[src/rtl/frl_pkg.sv]
// constants and types shared by the flash region lock and fuse protection block
package frl_pkg;
    // register byte offsets
    localparam logic [7:0] FRL_CTRL_OFS = 8'h00;
    localparam logic [7:0] FRL_CMD_OFS = 8'h04;
    localparam logic [7:0] FRL_STAT_OFS = 8'h08;
    localparam logic [7:0] FRL_FUSE_HI_OFS = 8'h14;
    localparam logic [7:0] FRL_FUSE_LO_OFS = 8'h18;
    // command register fields
    localparam logic [7:0] FRL_KEY = 8'ha5;
    localparam int FRL_KEY_LSB = 24;
    localparam int FRL_PAGE_LSB = 8;
    localparam int FRL_CMD_W = 6;
    // status register bit positions
    localparam int FRL_ST_RDY = 0;
    localparam int FRL_ST_LOCK_ERR = 2;
    localparam int FRL_ST_PROGE = 3;
    localparam int FRL_ST_SEC = 4;
    localparam int FRL_ST_LOCK_LSB = 16;
    // fuse layout
    localparam int FRL_FUSE_W = 32;
    localparam int FRL_NREG = 16;
    localparam int FRL_FETCH_LOCK_BIT = 16;
    localparam int FRL_BOOT_LSB = 17;
    localparam int FRL_SEC_LSB = 20;
    localparam int FRL_USER_PROT_BIT = 22;
    localparam logic [2:0] FRL_BOOT_NONE = 3'h7;
    localparam logic [31:0] FRL_FUSE_ERASED = 32'hffffffff;
    localparam logic [1:0] FRL_BYTE2 = 2'h2;
    // fuse bits guarded by the security bit: 22..16
    localparam logic [31:0] FRL_SEC_GUARD = 32'h007f0000;
    localparam logic [31:0] FRL_SECURE_MASK = 32'h00300000;
    // flash operation duration in cycles
    localparam logic [3:0] FRL_OP_CYC = 4'h8;

    typedef enum logic [5:0] {
        FRL_C_NOP = 6'h00,
        FRL_C_WP = 6'h01,
        FRL_C_EP = 6'h02,
        FRL_C_EA = 6'h05,
        FRL_C_LOCK = 6'h08,
        FRL_C_UNLOCK = 6'h09,
        FRL_C_WGPB = 6'h0a,
        FRL_C_EGPB = 6'h0b,
        FRL_C_SSB = 6'h0c,
        FRL_C_PGPFB = 6'h0d,
        FRL_C_EAGP = 6'h0e
    } frl_cmd_t;

    typedef enum logic [1:0] {
        FRL_S_IDLE = 2'b00,
        FRL_S_BUSY = 2'b01,
        FRL_S_DONE = 2'b10
    } frl_state_t;
endpackage

[src/rtl/frl_prot_check.sv]
// page protection check against region locks and bootloader area
`timescale 1ns/1ps
`default_nettype none
module frl_prot_check #(
    parameter int PAGE_W = 10
) (
    input wire logic [PAGE_W-1:0] page,
    input wire logic [15:0] lock_fuses,
    input wire logic [2:0] boot_size,
    output logic page_blocked,
    output logic any_blocked
);
    import frl_pkg::*;
    logic [3:0] region;
    logic [PAGE_W:0] boot_pages;

    // region index is the top four page bits: p/16 pages each
    assign region = page[PAGE_W-1 -: 4];
    // size 7 gives 0 pages, 6 gives 2, each lower value doubles
    assign boot_pages = (boot_size == FRL_BOOT_NONE) ? '0 :
        (PAGE_W+1)'(2) << (3'(FRL_BOOT_NONE - 3'h1) - boot_size);
    assign page_blocked = !lock_fuses[region]
        || ({1'b0, page} < boot_pages);
    assign any_blocked = (lock_fuses != 16'hffff)
        || (boot_size != FRL_BOOT_NONE);
endmodule
`default_nettype wire

[src/rtl/frl_top.sv]
// flash region lock and fuse protection with axi4-lite register access
//
// The implementer's own choices: the AXI4-Lite register port and the register addresses.
`timescale 1ns/1ps
`default_nettype none
module frl_top #(
    parameter int PAGE_W = 10,
    parameter logic [31:0] FUSE_INIT = frl_pkg::FRL_FUSE_ERASED
) (
    input wire logic aclk,
    input wire logic aresetn,
    input wire logic [7:0] s_axi_awaddr,
    input wire logic s_axi_awvalid,
    output logic s_axi_awready,
    input wire logic [31:0] s_axi_wdata,
    input wire logic [3:0] s_axi_wstrb,
    input wire logic s_axi_wvalid,
    output logic s_axi_wready,
    output logic [1:0] s_axi_bresp,
    output logic s_axi_bvalid,
    input wire logic s_axi_bready,
    input wire logic [7:0] s_axi_araddr,
    input wire logic s_axi_arvalid,
    output logic s_axi_arready,
    output logic [31:0] s_axi_rdata,
    output logic [1:0] s_axi_rresp,
    output logic s_axi_rvalid,
    input wire logic s_axi_rready,
    input wire logic [31:0] nv_fuse_in,
    input wire logic nv_security_in,
    output logic nv_fuse_we,
    output logic [31:0] nv_fuse_out,
    output logic nv_security_set,
    output logic flash_op_start,
    output logic flash_op_erase,
    output logic [PAGE_W-1:0] flash_op_page,
    output logic external_fetch_lock_fuse,
    output logic [2:0] bootloader_size_fuses,
    output logic secure_state_enable,
    output logic secure_debug_enable,
    output logic user_protection_fuse
);
    import frl_pkg::*;

    // ************************************************
    // state
    // ************************************************
    logic [31:0] fuse_r;
    logic security_r;
    logic load_pend_r;
    logic [31:0] ctrl_r;
    logic [31:0] cmd_r;
    logic lock_error_flag_r;
    logic proge_r;
    frl_state_t state_r;
    logic [3:0] cnt_r;
    logic [31:0] fuse_nxt;
    logic aw_hold_r;
    logic w_hold_r;
    logic [7:0] aw_addr_r;
    logic [31:0] w_data_r;
    logic [3:0] w_strb_r;

    // ************************************************
    // functions
    // ************************************************
    function automatic logic is_valid(input logic [5:0] c);
        unique case (c)
            FRL_C_NOP, FRL_C_WP, FRL_C_EP, FRL_C_EA, FRL_C_LOCK, FRL_C_UNLOCK,
            FRL_C_WGPB, FRL_C_EGPB, FRL_C_SSB, FRL_C_PGPFB, FRL_C_EAGP: is_valid = 1'b1;
            default: is_valid = 1'b0;
        endcase
    endfunction

    // true when a change from old to new fuse image is forbidden
    function automatic logic fuse_denied(input logic [31:0] old_v, input logic [31:0] new_v,
                                         input logic sec);
        logic [31:0] diff;
        diff = old_v ^ new_v;
        fuse_denied = (sec && ((diff & FRL_SEC_GUARD) != '0))
            || ((diff & FRL_SECURE_MASK) != '0
                && (old_v[FRL_SEC_LSB +: 2] == 2'b01 || old_v[FRL_SEC_LSB +: 2] == 2'b10));
    endfunction

    // ************************************************
    // axi4-lite write channel
    // ************************************************
    logic wr_go;
    logic rd_go;
    logic cmd_wr;
    logic [31:0] wdata_eff;
    assign wr_go = aw_hold_r && w_hold_r && !s_axi_bvalid;
    assign cmd_wr = wr_go && aw_addr_r == FRL_CMD_OFS && w_strb_r == 4'hf;
    assign wdata_eff = w_data_r;

    always_ff @(posedge aclk) begin
        if (!aresetn) begin
            aw_hold_r <= 1'b0;
            aw_addr_r <= '0;
            s_axi_awready <= 1'b0;
        end else begin
            s_axi_awready <= !aw_hold_r && !s_axi_awready;
            if (s_axi_awvalid && s_axi_awready) begin
                aw_hold_r <= 1'b1;
                aw_addr_r <= s_axi_awaddr;
                s_axi_awready <= 1'b0;
            end else if (wr_go) begin
                aw_hold_r <= 1'b0;
            end
        end
    end

    always_ff @(posedge aclk) begin
        if (!aresetn) begin
            w_hold_r <= 1'b0;
            w_data_r <= '0;
            w_strb_r <= '0;
            s_axi_wready <= 1'b0;
        end else begin
            s_axi_wready <= !w_hold_r && !s_axi_wready;
            if (s_axi_wvalid && s_axi_wready) begin
                w_hold_r <= 1'b1;
                w_data_r <= s_axi_wdata;
                w_strb_r <= s_axi_wstrb;
                s_axi_wready <= 1'b0;
            end else if (wr_go) begin
                w_hold_r <= 1'b0;
            end
        end
    end

    always_ff @(posedge aclk) begin
        if (!aresetn) begin
            s_axi_bvalid <= 1'b0;
            s_axi_bresp <= 2'b00;
        end else if (wr_go) begin
            s_axi_bvalid <= 1'b1;
            s_axi_bresp <= (aw_addr_r == FRL_CTRL_OFS || aw_addr_r == FRL_CMD_OFS) ?
                2'b00 : 2'b10;
        end else if (s_axi_bready) begin
            s_axi_bvalid <= 1'b0;
        end
    end

    always_ff @(posedge aclk) begin
        if (!aresetn) begin
            ctrl_r <= '0;
        end else if (wr_go && aw_addr_r == FRL_CTRL_OFS) begin
            for (int b = 0; b < 4; b++) begin
                if (w_strb_r[b]) begin
                    ctrl_r[b*8 +: 8] <= wdata_eff[b*8 +: 8];
                end
            end
        end
    end

    // ************************************************
    // command decode and protection
    // ************************************************
    logic [5:0] cmd_code;
    logic [PAGE_W-1:0] cmd_page;
    logic key_ok;
    logic page_blocked;
    logic any_blocked;
    assign cmd_code = cmd_r[FRL_CMD_W-1:0];
    assign cmd_page = cmd_r[FRL_PAGE_LSB +: PAGE_W];
    assign key_ok = wdata_eff[FRL_KEY_LSB +: 8] == FRL_KEY;

    frl_prot_check #(.PAGE_W(PAGE_W)) u_chk (
        .page(cmd_page),
        .lock_fuses(fuse_r[FRL_NREG-1:0]),
        .boot_size(fuse_r[FRL_BOOT_LSB +: 3]),
        .page_blocked(page_blocked),
        .any_blocked(any_blocked)
    );

    // fuse image a command would produce
    always_comb begin
        fuse_nxt = fuse_r;
        unique case (cmd_code)
            FRL_C_LOCK: fuse_nxt[cmd_page[PAGE_W-1 -: 4]] = 1'b0;
            FRL_C_UNLOCK: fuse_nxt[cmd_page[PAGE_W-1 -: 4]] = 1'b1;
            FRL_C_WGPB: fuse_nxt[cmd_r[FRL_PAGE_LSB +: 5]] = 1'b0;
            FRL_C_EGPB: fuse_nxt[cmd_r[FRL_PAGE_LSB +: 5]] = 1'b1;
            FRL_C_PGPFB: fuse_nxt[cmd_r[FRL_PAGE_LSB +: 2]*8 +: 8] =
                cmd_r[FRL_PAGE_LSB+3 +: 8];
            FRL_C_EAGP: fuse_nxt = FRL_FUSE_ERASED;
            default: fuse_nxt = fuse_r;
        endcase
    end

    logic is_fuse_cmd;
    logic is_flash_cmd;
    logic cmd_blocked;
    assign is_fuse_cmd = cmd_code == FRL_C_LOCK || cmd_code == FRL_C_UNLOCK
        || cmd_code == FRL_C_WGPB || cmd_code == FRL_C_EGPB
        || cmd_code == FRL_C_PGPFB || cmd_code == FRL_C_EAGP;
    assign is_flash_cmd = cmd_code == FRL_C_WP || cmd_code == FRL_C_EP
        || cmd_code == FRL_C_EA;
    always_comb begin
        cmd_blocked = 1'b0;
        if (cmd_code == FRL_C_EA) begin
            cmd_blocked = any_blocked;
        end else if (cmd_code == FRL_C_WP || cmd_code == FRL_C_EP) begin
            cmd_blocked = page_blocked;
        end else if (is_fuse_cmd) begin
            cmd_blocked = fuse_denied(fuse_r, fuse_nxt, security_r)
                || (security_r && cmd_code == FRL_C_EAGP)
                || (security_r && cmd_code == FRL_C_PGPFB
                    && cmd_r[FRL_PAGE_LSB +: 2] == FRL_BYTE2);
        end
    end

    // ************************************************
    // command sequencer
    // ************************************************
    always_ff @(posedge aclk) begin
        if (!aresetn) begin
            cmd_r <= '0;
            state_r <= FRL_S_DONE;
            cnt_r <= '0;
        end else begin
            unique case (state_r)
                FRL_S_IDLE: begin
                    if (cmd_wr && key_ok && is_valid(wdata_eff[FRL_CMD_W-1:0])) begin
                        cmd_r <= {8'h00, wdata_eff[23:0]};
                        state_r <= FRL_S_BUSY;
                        cnt_r <= FRL_OP_CYC;
                    end
                end
                FRL_S_BUSY: begin
                    if (cnt_r == 4'h0 || !is_flash_cmd || cmd_blocked) begin
                        state_r <= FRL_S_DONE;
                    end else begin
                        cnt_r <= cnt_r - 4'h1;
                    end
                end
                FRL_S_DONE: begin
                    if (!load_pend_r) begin
                        state_r <= FRL_S_IDLE;
                    end
                end
                default: state_r <= FRL_S_IDLE;
            endcase
        end
    end

    logic first_busy;
    assign first_busy = state_r == FRL_S_BUSY && cnt_r == FRL_OP_CYC;

    // flash operation start pulse only for unprotected page commands and erase-all
    always_ff @(posedge aclk) begin
        if (!aresetn) begin
            flash_op_start <= 1'b0;
            flash_op_erase <= 1'b0;
            flash_op_page <= '0;
        end else begin
            flash_op_start <= first_busy && is_flash_cmd && !cmd_blocked;
            flash_op_erase <= cmd_code != FRL_C_WP;
            flash_op_page <= cmd_page;
        end
    end

    // ************************************************
    // fuse image and nonvolatile write-back
    // ************************************************
    always_ff @(posedge aclk) begin
        if (!aresetn) begin
            fuse_r <= FUSE_INIT;
            security_r <= 1'b0;
            load_pend_r <= 1'b1;
            nv_fuse_we <= 1'b0;
            nv_fuse_out <= '0;
            nv_security_set <= 1'b0;
        end else begin
            nv_fuse_we <= 1'b0;
            nv_security_set <= 1'b0;
            if (load_pend_r) begin
                // strap-like capture after release of reset
                fuse_r <= nv_fuse_in;
                security_r <= nv_security_in;
                load_pend_r <= 1'b0;
            end else if (first_busy && is_fuse_cmd && !cmd_blocked) begin
                fuse_r <= fuse_nxt;
                nv_fuse_we <= 1'b1;
                nv_fuse_out <= fuse_nxt;
            end else if (first_busy && cmd_code == FRL_C_SSB) begin
                security_r <= 1'b1;
                nv_security_set <= 1'b1;
            end
        end
    end

    // ************************************************
    // status flags: set wins over read-clear
    // ************************************************
    logic stat_rd;
    assign stat_rd = rd_go && s_axi_araddr == FRL_STAT_OFS;

    always_ff @(posedge aclk) begin
        if (!aresetn) begin
            proge_r <= 1'b0;
        end else if (cmd_wr && (!key_ok || !is_valid(wdata_eff[FRL_CMD_W-1:0])
                                || state_r != FRL_S_IDLE)) begin
            proge_r <= 1'b1;
        end else if (stat_rd) begin
            proge_r <= 1'b0;
        end
    end

    always_ff @(posedge aclk) begin
        if (!aresetn) begin
            lock_error_flag_r <= 1'b0;
        end else if (first_busy && cmd_blocked) begin
            lock_error_flag_r <= 1'b1;
        end else if (stat_rd) begin
            lock_error_flag_r <= 1'b0;
        end
    end

    // ************************************************
    // axi4-lite read channel
    // ************************************************
    assign rd_go = s_axi_arvalid && s_axi_arready;

    always_ff @(posedge aclk) begin
        if (!aresetn) begin
            s_axi_arready <= 1'b0;
            s_axi_rvalid <= 1'b0;
            s_axi_rdata <= '0;
            s_axi_rresp <= 2'b00;
        end else begin
            s_axi_arready <= !s_axi_rvalid && !s_axi_arready && !rd_go;
            if (rd_go) begin
                s_axi_arready <= 1'b0;
                s_axi_rvalid <= 1'b1;
                s_axi_rresp <= 2'b00;
                unique case (s_axi_araddr)
                    FRL_CTRL_OFS: s_axi_rdata <= ctrl_r;
                    FRL_CMD_OFS: s_axi_rdata <= {8'h00, cmd_r[23:0]};
                    FRL_STAT_OFS: begin
                        s_axi_rdata <= '0;
                        s_axi_rdata[FRL_ST_RDY] <= state_r == FRL_S_IDLE;
                        s_axi_rdata[FRL_ST_LOCK_ERR] <= lock_error_flag_r;
                        s_axi_rdata[FRL_ST_PROGE] <= proge_r;
                        s_axi_rdata[FRL_ST_SEC] <= security_r;
                        s_axi_rdata[FRL_ST_LOCK_LSB +: FRL_NREG] <= ~fuse_r[FRL_NREG-1:0];
                    end
                    FRL_FUSE_HI_OFS: s_axi_rdata <= '0;
                    FRL_FUSE_LO_OFS: s_axi_rdata <= fuse_r;
                    default: begin
                        s_axi_rdata <= '0;
                        s_axi_rresp <= 2'b10;
                    end
                endcase
            end else if (s_axi_rready) begin
                s_axi_rvalid <= 1'b0;
            end
        end
    end

    // ************************************************
    // fuse-driven outputs
    // ************************************************
    always_ff @(posedge aclk) begin
        if (!aresetn) begin
            external_fetch_lock_fuse <= 1'b1;
            bootloader_size_fuses <= FRL_BOOT_NONE;
            secure_state_enable <= 1'b0;
            secure_debug_enable <= 1'b0;
            user_protection_fuse <= 1'b1;
        end else begin
            external_fetch_lock_fuse <= fuse_r[FRL_FETCH_LOCK_BIT];
            bootloader_size_fuses <= fuse_r[FRL_BOOT_LSB +: 3];
            secure_state_enable <= fuse_r[FRL_SEC_LSB] ^ fuse_r[FRL_SEC_LSB+1];
            secure_debug_enable <= fuse_r[FRL_SEC_LSB +: 2] == 2'b01;
            user_protection_fuse <= fuse_r[FRL_USER_PROT_BIT];
        end
    end
endmodule
`default_nettype wire

[config.mk]
export PLATFORM = sky130hd
export DESIGN_NAME = frl_top
export DESIGN_NICKNAME = d
export VERILOG_FILES = /design/src/rtl/frl_pkg.sv /design/src/rtl/frl_prot_check.sv /design/src/rtl/frl_top.sv
export SDC_FILE = /design/constraint.sdc
export NUM_CORES = 1
export LEC_CHECK = 0
export ABC_AREA = 1
export BUFFER_PORTS_ARGS = -buffer_cell sky130_fd_sc_hd__buf_4
export CORE_MARGIN = 5
export CORE_UTILIZATION = 58
export DETAILED_ROUTE_END_ITERATION = 6
export PLACE_DENSITY = 0.82
export SLEW_MARGIN = 5
export SYNTH_ARGS = -nofsm -noshare
export SYNTH_HDL_FRONTEND = slang
export SYNTH_SLANG_ARGS = --single-unit
[constraint.sdc]
create_clock -name aclk -period 3.2 [get_ports aclk]
set_input_delay 0.16 -clock aclk [delete_from_list [all_inputs] [get_ports aclk]]
set_output_delay 0.16 -clock aclk [all_outputs]
set_load 0.05 [all_outputs]
## Word level (Yosys, flattened, before mapping)

Memories as Yosys holds them, arrays and structs flattened. A register that Yosys moved wholly into a read port is not among the register bits.
Cells that the tools add are included.

| cells by class | value |
|---|---|
| multiply operators | 0 |
| multiplexer cells | 49 |
| reduce and logical (&&, ||, !) cells | 93 |
| order comparisons | 6 |
| bitwise gates (word level) | 11 |
| add/sub/neg operators | 3 |
| equal/unequal tests | 32 |
| divide/modulo/power cells | 0 |
| shifts and indexed selects | 3 |

Operators with widths:

| cell | count |
|---|---|
| $pmux W32 S6 | 1 |
| $pmux W32 S4 | 1 |
| $and A32 B32 Y32 | 2 |
| $mux W32 | 2 |
| $reduce_bool A32 Y1 | 2 |
| $eq A6 B4 Y1 const B | 7 |
| $neg A5 Y34 | 1 |
| $shift A8 B34 Y32 const A | 1 |
| $shiftx A8 B34 Y32 | 1 |
| $bwmux W32 | 1 |
| $not A16 Y32 | 1 |
| $not A32 Y32 | 1 |
| $or A32 B16 Y32 | 1 |
| $or A32 B32 Y32 | 1 |
| $logic_and A1 B1 Y1 | 30 |
| $mux W1 | 27 |
| $mux W4 | 6 |
| $xor A23 B23 Y23 | 1 |
| $reduce_bool A2 Y1 | 10 |
| $logic_or A1 B1 Y1 | 18 |
| $eq A8 B3 Y1 const B | 2 |
| $eq A8 B5 Y1 const B | 2 |
| $logic_not A8 Y1 | 2 |
| $ne A16 B16 Y1 const B | 1 |
| 39 further kinds | 75 |

| storage, ports and cells | value |
|---|---|
| input port bits | 92 |
| memory bits (read-only) | 32 |
| output and inout bits | 94 |
| memory bits (writable) | 0 |
| memories | 2 |
| bits in registers | 238 |
| bits in latches | 0 |
| logic and storage cells | 235 |

Memories:

| memory | depth | width | rd ports | clocked after memory_dff | write ports | RTL line | text |
|---|---|---|---|---|---|---|---|
| (no name shown) | 16 | 1 | 1 | 1 | 0 | frl_top.sv:68 | `unique case (c)` |
| (no name shown) | 16 | 1 | 1 | 1 | 0 | frl_top.sv:68 |  |

## Longest topological paths before layout

| logic depth | value |
|---|---|
| word-level depth | 20 |
| gate-level depth with buffers | 26 |
| depth with buffers taken out | 22 |

## Modules after synthesis

A second synthesis with hierarchy kept.

| unflattened totals | value |
|---|---|
| cells, all modules | 1,663 |
| area, all modules | 11,705.0 sq um |

By module, submodules not included:

| module | times used | sequential area each (sq um) | area an instance (sq um) | cells each |
|---|---|---|---|---|
| frl_top | 1 | 4,744.6 | 11,223.3 | 1,579 |
| frl_prot_check | 1 | 0.0 | 481.7 | 84 |

## Least setup slack after synthesis

OpenSTA, ideal clock, no wires.

| timing | value |
|---|---|
| kind | register to register |
| start point | register cmd_r[8] |
| end point | register fuse_r[1] |
| slack | 0.286 ns |
| cell stages (with the launch flop) | 26 |
| buffers on the path | 4 |
| setup time | 0.134 ns |
| data arrival time | 2.781 ns |
| data required time | 3.066 ns |
| period minus slack after synthesis | 2.914 ns |
| path through | dfxtp_1 inv_1 clkbuf_1 ha_1 clkbuf_2 inv_2 nand2_2 buf_4 nor2_1 nor2_1 nor2_1 nor2_1 nand2_1 nand2_1 nand2_1 inv_2 nand2_1 nor2_1 nand3_1 nand2_1 nand2_2 nand2_8 nand2_4 buf_4 nand3_1 nand3_1 |

| on the way | value |
|---|---|
| longest elaborated chain between the ends | 19 |
| elaborated cells between the ends (all ways) | 33 |
| classes of those cells | 1 x add/sub; 3 x order compare; 1 x eq/ne; 2 x shift; 9 x mux; 4 x bitwise; 13 x reduce/logical |

Ends and longest elaborated chain:

| element | RTL line | text |
|---|---|---|
| from (decl) | frl_top.sv:52 | `logic [31:0] cmd_r;` |
| from (signal assigned) | frl_top.sv:226 | `cmd_r <= {8'h00, wdata_eff[23:0]};` |
| $lt A5 B6 Y1 (not written as such) or $ge A5 B1 Y1 (tied branches) | frl_top.sv:183, frl_top.sv:184 |  |
| $logic_and A1 B1 Y1 (not written as such) | frl_top.sv:183, frl_top.sv:184 |  |
| $mux W1 (not written as such) | frl_top.sv:183, frl_top.sv:184 |  |
| $demux W1 S5 | frl_top.sv:183, frl_top.sv:184 |  |
| $not A32 Y32 (no line) | n/a |  |
| $and A32 B32 Y32 (no line) | n/a |  |
| $pmux W32 S6 | frl_top.sv:180 | `unique case (cmd_code)` |
| $xor A23 B23 Y23 | frl_top.sv:79 | `diff = old_v ^ new_v;` |
| [3 not listed] | n/a |  |
| $logic_or A1 B1 Y1 | frl_top.sv:208 | `\|\| (security_r && cmd_code == FRL_C_EAGP)` |
| $logic_or A1 B1 Y1 | frl_top.sv:209 | `\|\| (security_r && cmd_code == FRL_C_PGPFB` |
| $mux W1 | frl_top.sv:206 | `end else if (is_fuse_cmd) begin` |
| $mux W1 | frl_top.sv:204 | `end else if (cmd_code == FRL_C_WP \|\| cmd_code == FRL_C_EP) begin` |
| $mux W1 | frl_top.sv:202 | `if (cmd_code == FRL_C_EA) begin` |
| $logic_not A1 Y1 | frl_top.sv:283 | `end else if (first_busy && is_fuse_cmd && !cmd_blocked) begin` |
| $logic_and A1 B1 Y1 | frl_top.sv:283 |  |
| $reduce_bool A2 Y1 (no line) | n/a |  |
| to (signal assigned) | frl_top.sv:280 | `fuse_r <= nv_fuse_in;` |
| to (signal assigned) | frl_top.sv:284 | `fuse_r <= fuse_nxt;` |
| to (decl) | frl_top.sv:48 | `logic [31:0] fuse_r;` |

Parallel ways exist; a longest one is shown, timed or not. The select of a mux whose other input is x is not followed.
A chain may end at the register's enable or synchronous reset.

## Final worst setup path

| timing | value |
|---|---|
| start point | register cmd_r[8] |
| end point | register fuse_r[23] |

Same word-level chain as after synthesis.

==> reports/qor.csv <==
stage,metric,value,unit
detailed_routing,final WL,46.3,mm
power_and_ir_drop,Clock Power Share,42.3,%
power_and_ir_drop,VDD IR-drop max,517,uV
detailed_routing,Max Used Layer,met4,
clock_network,clk root buf,clkbuf_16,
synthesis,simple-gate share of the synthesized area,28.0,%
clock_network,Worst-Skew Late Latency,0.52,ns
floorplanning,Die W,156,um
global_route,first-pass GRT wire length,71.7,mm
critical_path,worst-path maximum fanout,27,
timing,Rel. slew slack,33.8,%
floorplanning,Die Area,0.0243,mm^2
detailed_routing,DR pass1 iterations,6,
placed_design,Placed Cells,2236,
clock_network,CTS tree,built,
power_and_ir_drop,Tot Pwr,6.79,mW
synthesis,number of flops mapped to enable cells by yosys,0,
floorplanning,core footprint,0.0210,mm^2
power_and_ir_drop,Sw Ratio,26.1,%
layout,number of nets in the layout,2178,
timing,Pins Over Slew Limit,0,
synthesis,"Seq/Total Area, Yosys",38.4,%
floorplanning,row count,53,
synthesis,top-count cell post-synth,nand2_1,
synthesis,synth cell count leaders,"nand2_1, dfxtp_1, o21ai_0, a21oi_1, nor2_1",
detailed_routing,vias per cell,5.99,
detailed_routing,met3 routed WL,4.79,mm
global_route,GRT Total Usage,36.5,%
synthesis,Post-Syn Area per Cell,6.70,um^2
critical_path,Worst EP arrival,3.27,ns
timing,endpoints failing hold,0,
floorplanning,starting density of the core,58.9,%
synthesis,Post-Syn Area,0.0123,mm^2
placed_design,hpwl dp,32.0,mm
power_and_ir_drop,Reg power frac,46.3,%
clock_network,Clock Path Buffers,3,
floorplanning,I/O pins,186,
timing,Hold Slack,0.00900,ns
timing,setup TNS,0,ns
timing,fin crit period,2.90,ns
global_route,vias in the first global route,13100,
critical_path,"Req. time, crit path",3.57,ns
power_and_ir_drop,combinational group share of total power,11.4,%
detailed_routing,DR iter-0 viols,1686,
clock_network,CTS Buf Count,24,
placed_design,Buffers on Ports,183,
synthesis,Cell variety after synth,43,
critical_path,CP endpoint kind,flop,
synthesis,yosys warns,0,
detailed_routing,Final ANT Viol Nets,0,
critical_path,WS Path Type,reg -> reg,
synthesis,Yosys reg bits,237,
synthesis,multiplexer share of the synthesized area,0,%
run_status,status,"complete, no violations",
timing,worst slew pin tran,0.991,ns
power_and_ir_drop,P_sw,1.77,mW
detailed_routing,met2 wire length,21.0,mm
detailed_routing,wl on met1,18.0,mm
synthesis,Synth area leaders,"dfxtp_1, nand2_1, o21ai_0",
synthesis,Synth Area in XOR/XNOR,0.0710,%
global_route,initial antenna violation count,0,
timing,post-layout worst setup margin,0.302,ns
synthesis,largest family of logic cells by synthesized area,simple AND/OR/NAND/NOR gates,
synthesis,prevailing post-synth register cell,dfxtp_1,
synthesis,post-synthesis compound-gate area fraction,21.9,%
run,Max-Cap Viols,0,
layout,n_diodes,0,
synthesis,top cell type's share of synthesized area,38.4,%
global_route,GRT Residual Overflow,0,
detailed_routing,WL per Instance,19.6,um
clock_network,Clock transition at path regs,0.07,ns
timing,endpoints failing setup,0,
synthesis,Mapped Cells,1841,
placed_design,gpl congestion,1.06,
detailed_routing,vias,14100,
power_and_ir_drop,Pint,5.01,mW
global_route,largest net degree at the start of global routing,64,
synthesis,adder-cell share of the synthesized area,1.82,%
placed_design,pre-CTS WS,0.182,ns
timing,period utilization,90.6,%
power_and_ir_drop,P_leak,6.70,nW
synthesis,Async SR Flop Fraction,0,%
layout,Finished Layout Cells,2360,
critical_path,Setup crit start kind,flop,
floorplanning,die height,156,um
layout,share of cells above drive strength 1,15.6,%
timing,Layout Skew,0.0100,ns
timing,Max Freq,0.345,GHz
clock_network,Sink Count,237,
synthesis,leading area contributor after synthesis,dfxtp_1,
timing,unrepaired setup endpoints after global routing,no,
worst_hold_path,Worst Hold Class,in -> reg,
detailed_routing,drt drc,0,
layout,Syn-to-layout area delta,26.9,%
clock_network,# H-tree levels,1,
power_and_ir_drop,Pwr Density,433,mW/mm^2
==> what timing repair did <==
item / 4_1_cts / 5_1_grt
hold buffers: 79 / 0
hold endpoints to repair: 79 / 0
buffers inserted: 0 / 1
endpoints found under the setup margin: 0 / 65
gates resized for setup: 0 / 5
==> cells in the final DEF, fill, tap and decap left out, types with 25 or more instances in the layout <==
| cell type | Yosys | routed |
|---|---|---|
| nand2_1 | 431 | 431 |
| dfxtp_1 | 237 | 234 |
| o2111ai_1 | 31 | 31 |
| nand3_1 | 106 | 106 |
| dlygate4sd3_1 | 0 | 79 |
| o21ai_0 | 182 | 182 |
| a21oi_1 | 175 | 175 |
| inv_1 | 152 | 149 |
| buf_4 | 10 | 242 |
| nor2_1 | 174 | 174 |
| clkbuf_16 | 0 | 25 |
| nand4_1 | 51 | 51 |
==> per-stage QoR <==
step | util (%) | area [um^2]
after CTS | 74.6 | 15600
after detailed placement | 67.0 | 14000
after floorplan | - | 12300
final | 74.7 | 15700
after global routing | 74.7 | 15700
after global placement | 67.0 | 14000
==> state kept, by name, summed over array words and instances, names as in the netlist, 2 cells and up, named ones only <==
signal	count
ctrl_r	32
w_strb_r	4
state_r	2
fuse_r	32
cmd_r	24
aw_addr_r	8
cnt_r	4
w_data_r	32
bootloader_size_fuses	3
flash_op_page	10
s_axi_rdata	32
nv_fuse_out	32
==> routing by layer <==
layer | global-route usage [%] | vias to the layer above
met3 | 7.18 | 145
met2 | 59.3 | 854
met4 | 16.7 | 0
met5 | 0 | -
met1 | 47.1 | 6472
li1 | - | 6659
==> power by group through the flow <==
stage | clock network, mW | registers [mW] | logic (mW)
finish | 2.87 | 3.14 | 0.773
global placement | 0 | 3.20 | 0.645
detailed placement | 0 | 3.20 | 0.660
floorplan | 0 | 3.19 | 0.400
CTS | 2.87 | 3.13 | 0.742
global route | 3.00 | 3.15 | 0.842
==> area by class of cell <==
class,count,area (um^2)
fill,1557,5290
tap,275,344
clock inverter,10,88.8
timing repair buffer,326,2710
clock buffer,33,726
sequential,237,4750
multi-input combinational,1310,6400
timing repair inverter,1,5.00
inverter,168,638
==> worst max-delay path: stages (launching register included) <==
cell and delay (ns):
dfxtp_2 0.38, clkinvlp_4 0.16, ha_1 0.38, nand2_2 0.16, o21ai_0 0.12, nand3_1 0.08, nand2_1 0.05, nor2_1 0.16
nand2_1 0.14, nand2_1 0.08, nand2_1 0.05, nand2_1 0.06, nand2_1 0.04, nand2_1 0.05, nand2_1 0.08, nand2_2 0.13
nand2_8 0.09, nand2_4 0.10, nand2_4 0.06, buf_12 0.20, nand2_1 0.07, nand3_1 0.09
==> logic make-up after synthesis <==
group | count (synthesis)
adders and majority gates | 18
xor gates and xnor gates | 1
other | 2
DFF | 237
buffers and inverters | 295
AOI/OAI and AO/OA | 479
and+or+nand+nor | 809
==> path summary, 6_finish.rpt <==
check        slack [ns]                      from  depth (start not counted)                  endpoint
max                0.30     cmd_r[8]$_SDFFE_PN0P_                         21   fuse_r[23]$_SDFFE_PN1P_
max reg2reg        0.30     cmd_r[8]$_SDFFE_PN0P_                         21   fuse_r[23]$_SDFFE_PN1P_
min reg2reg        0.45  s_axi_arready$_SDFF_PP0_                          1  s_axi_arready$_SDFF_PP0_
min               0.009            nv_fuse_in[12]                          5   fuse_r[12]$_SDFFE_PN1P_
Power figures use the tool's default switching activity.
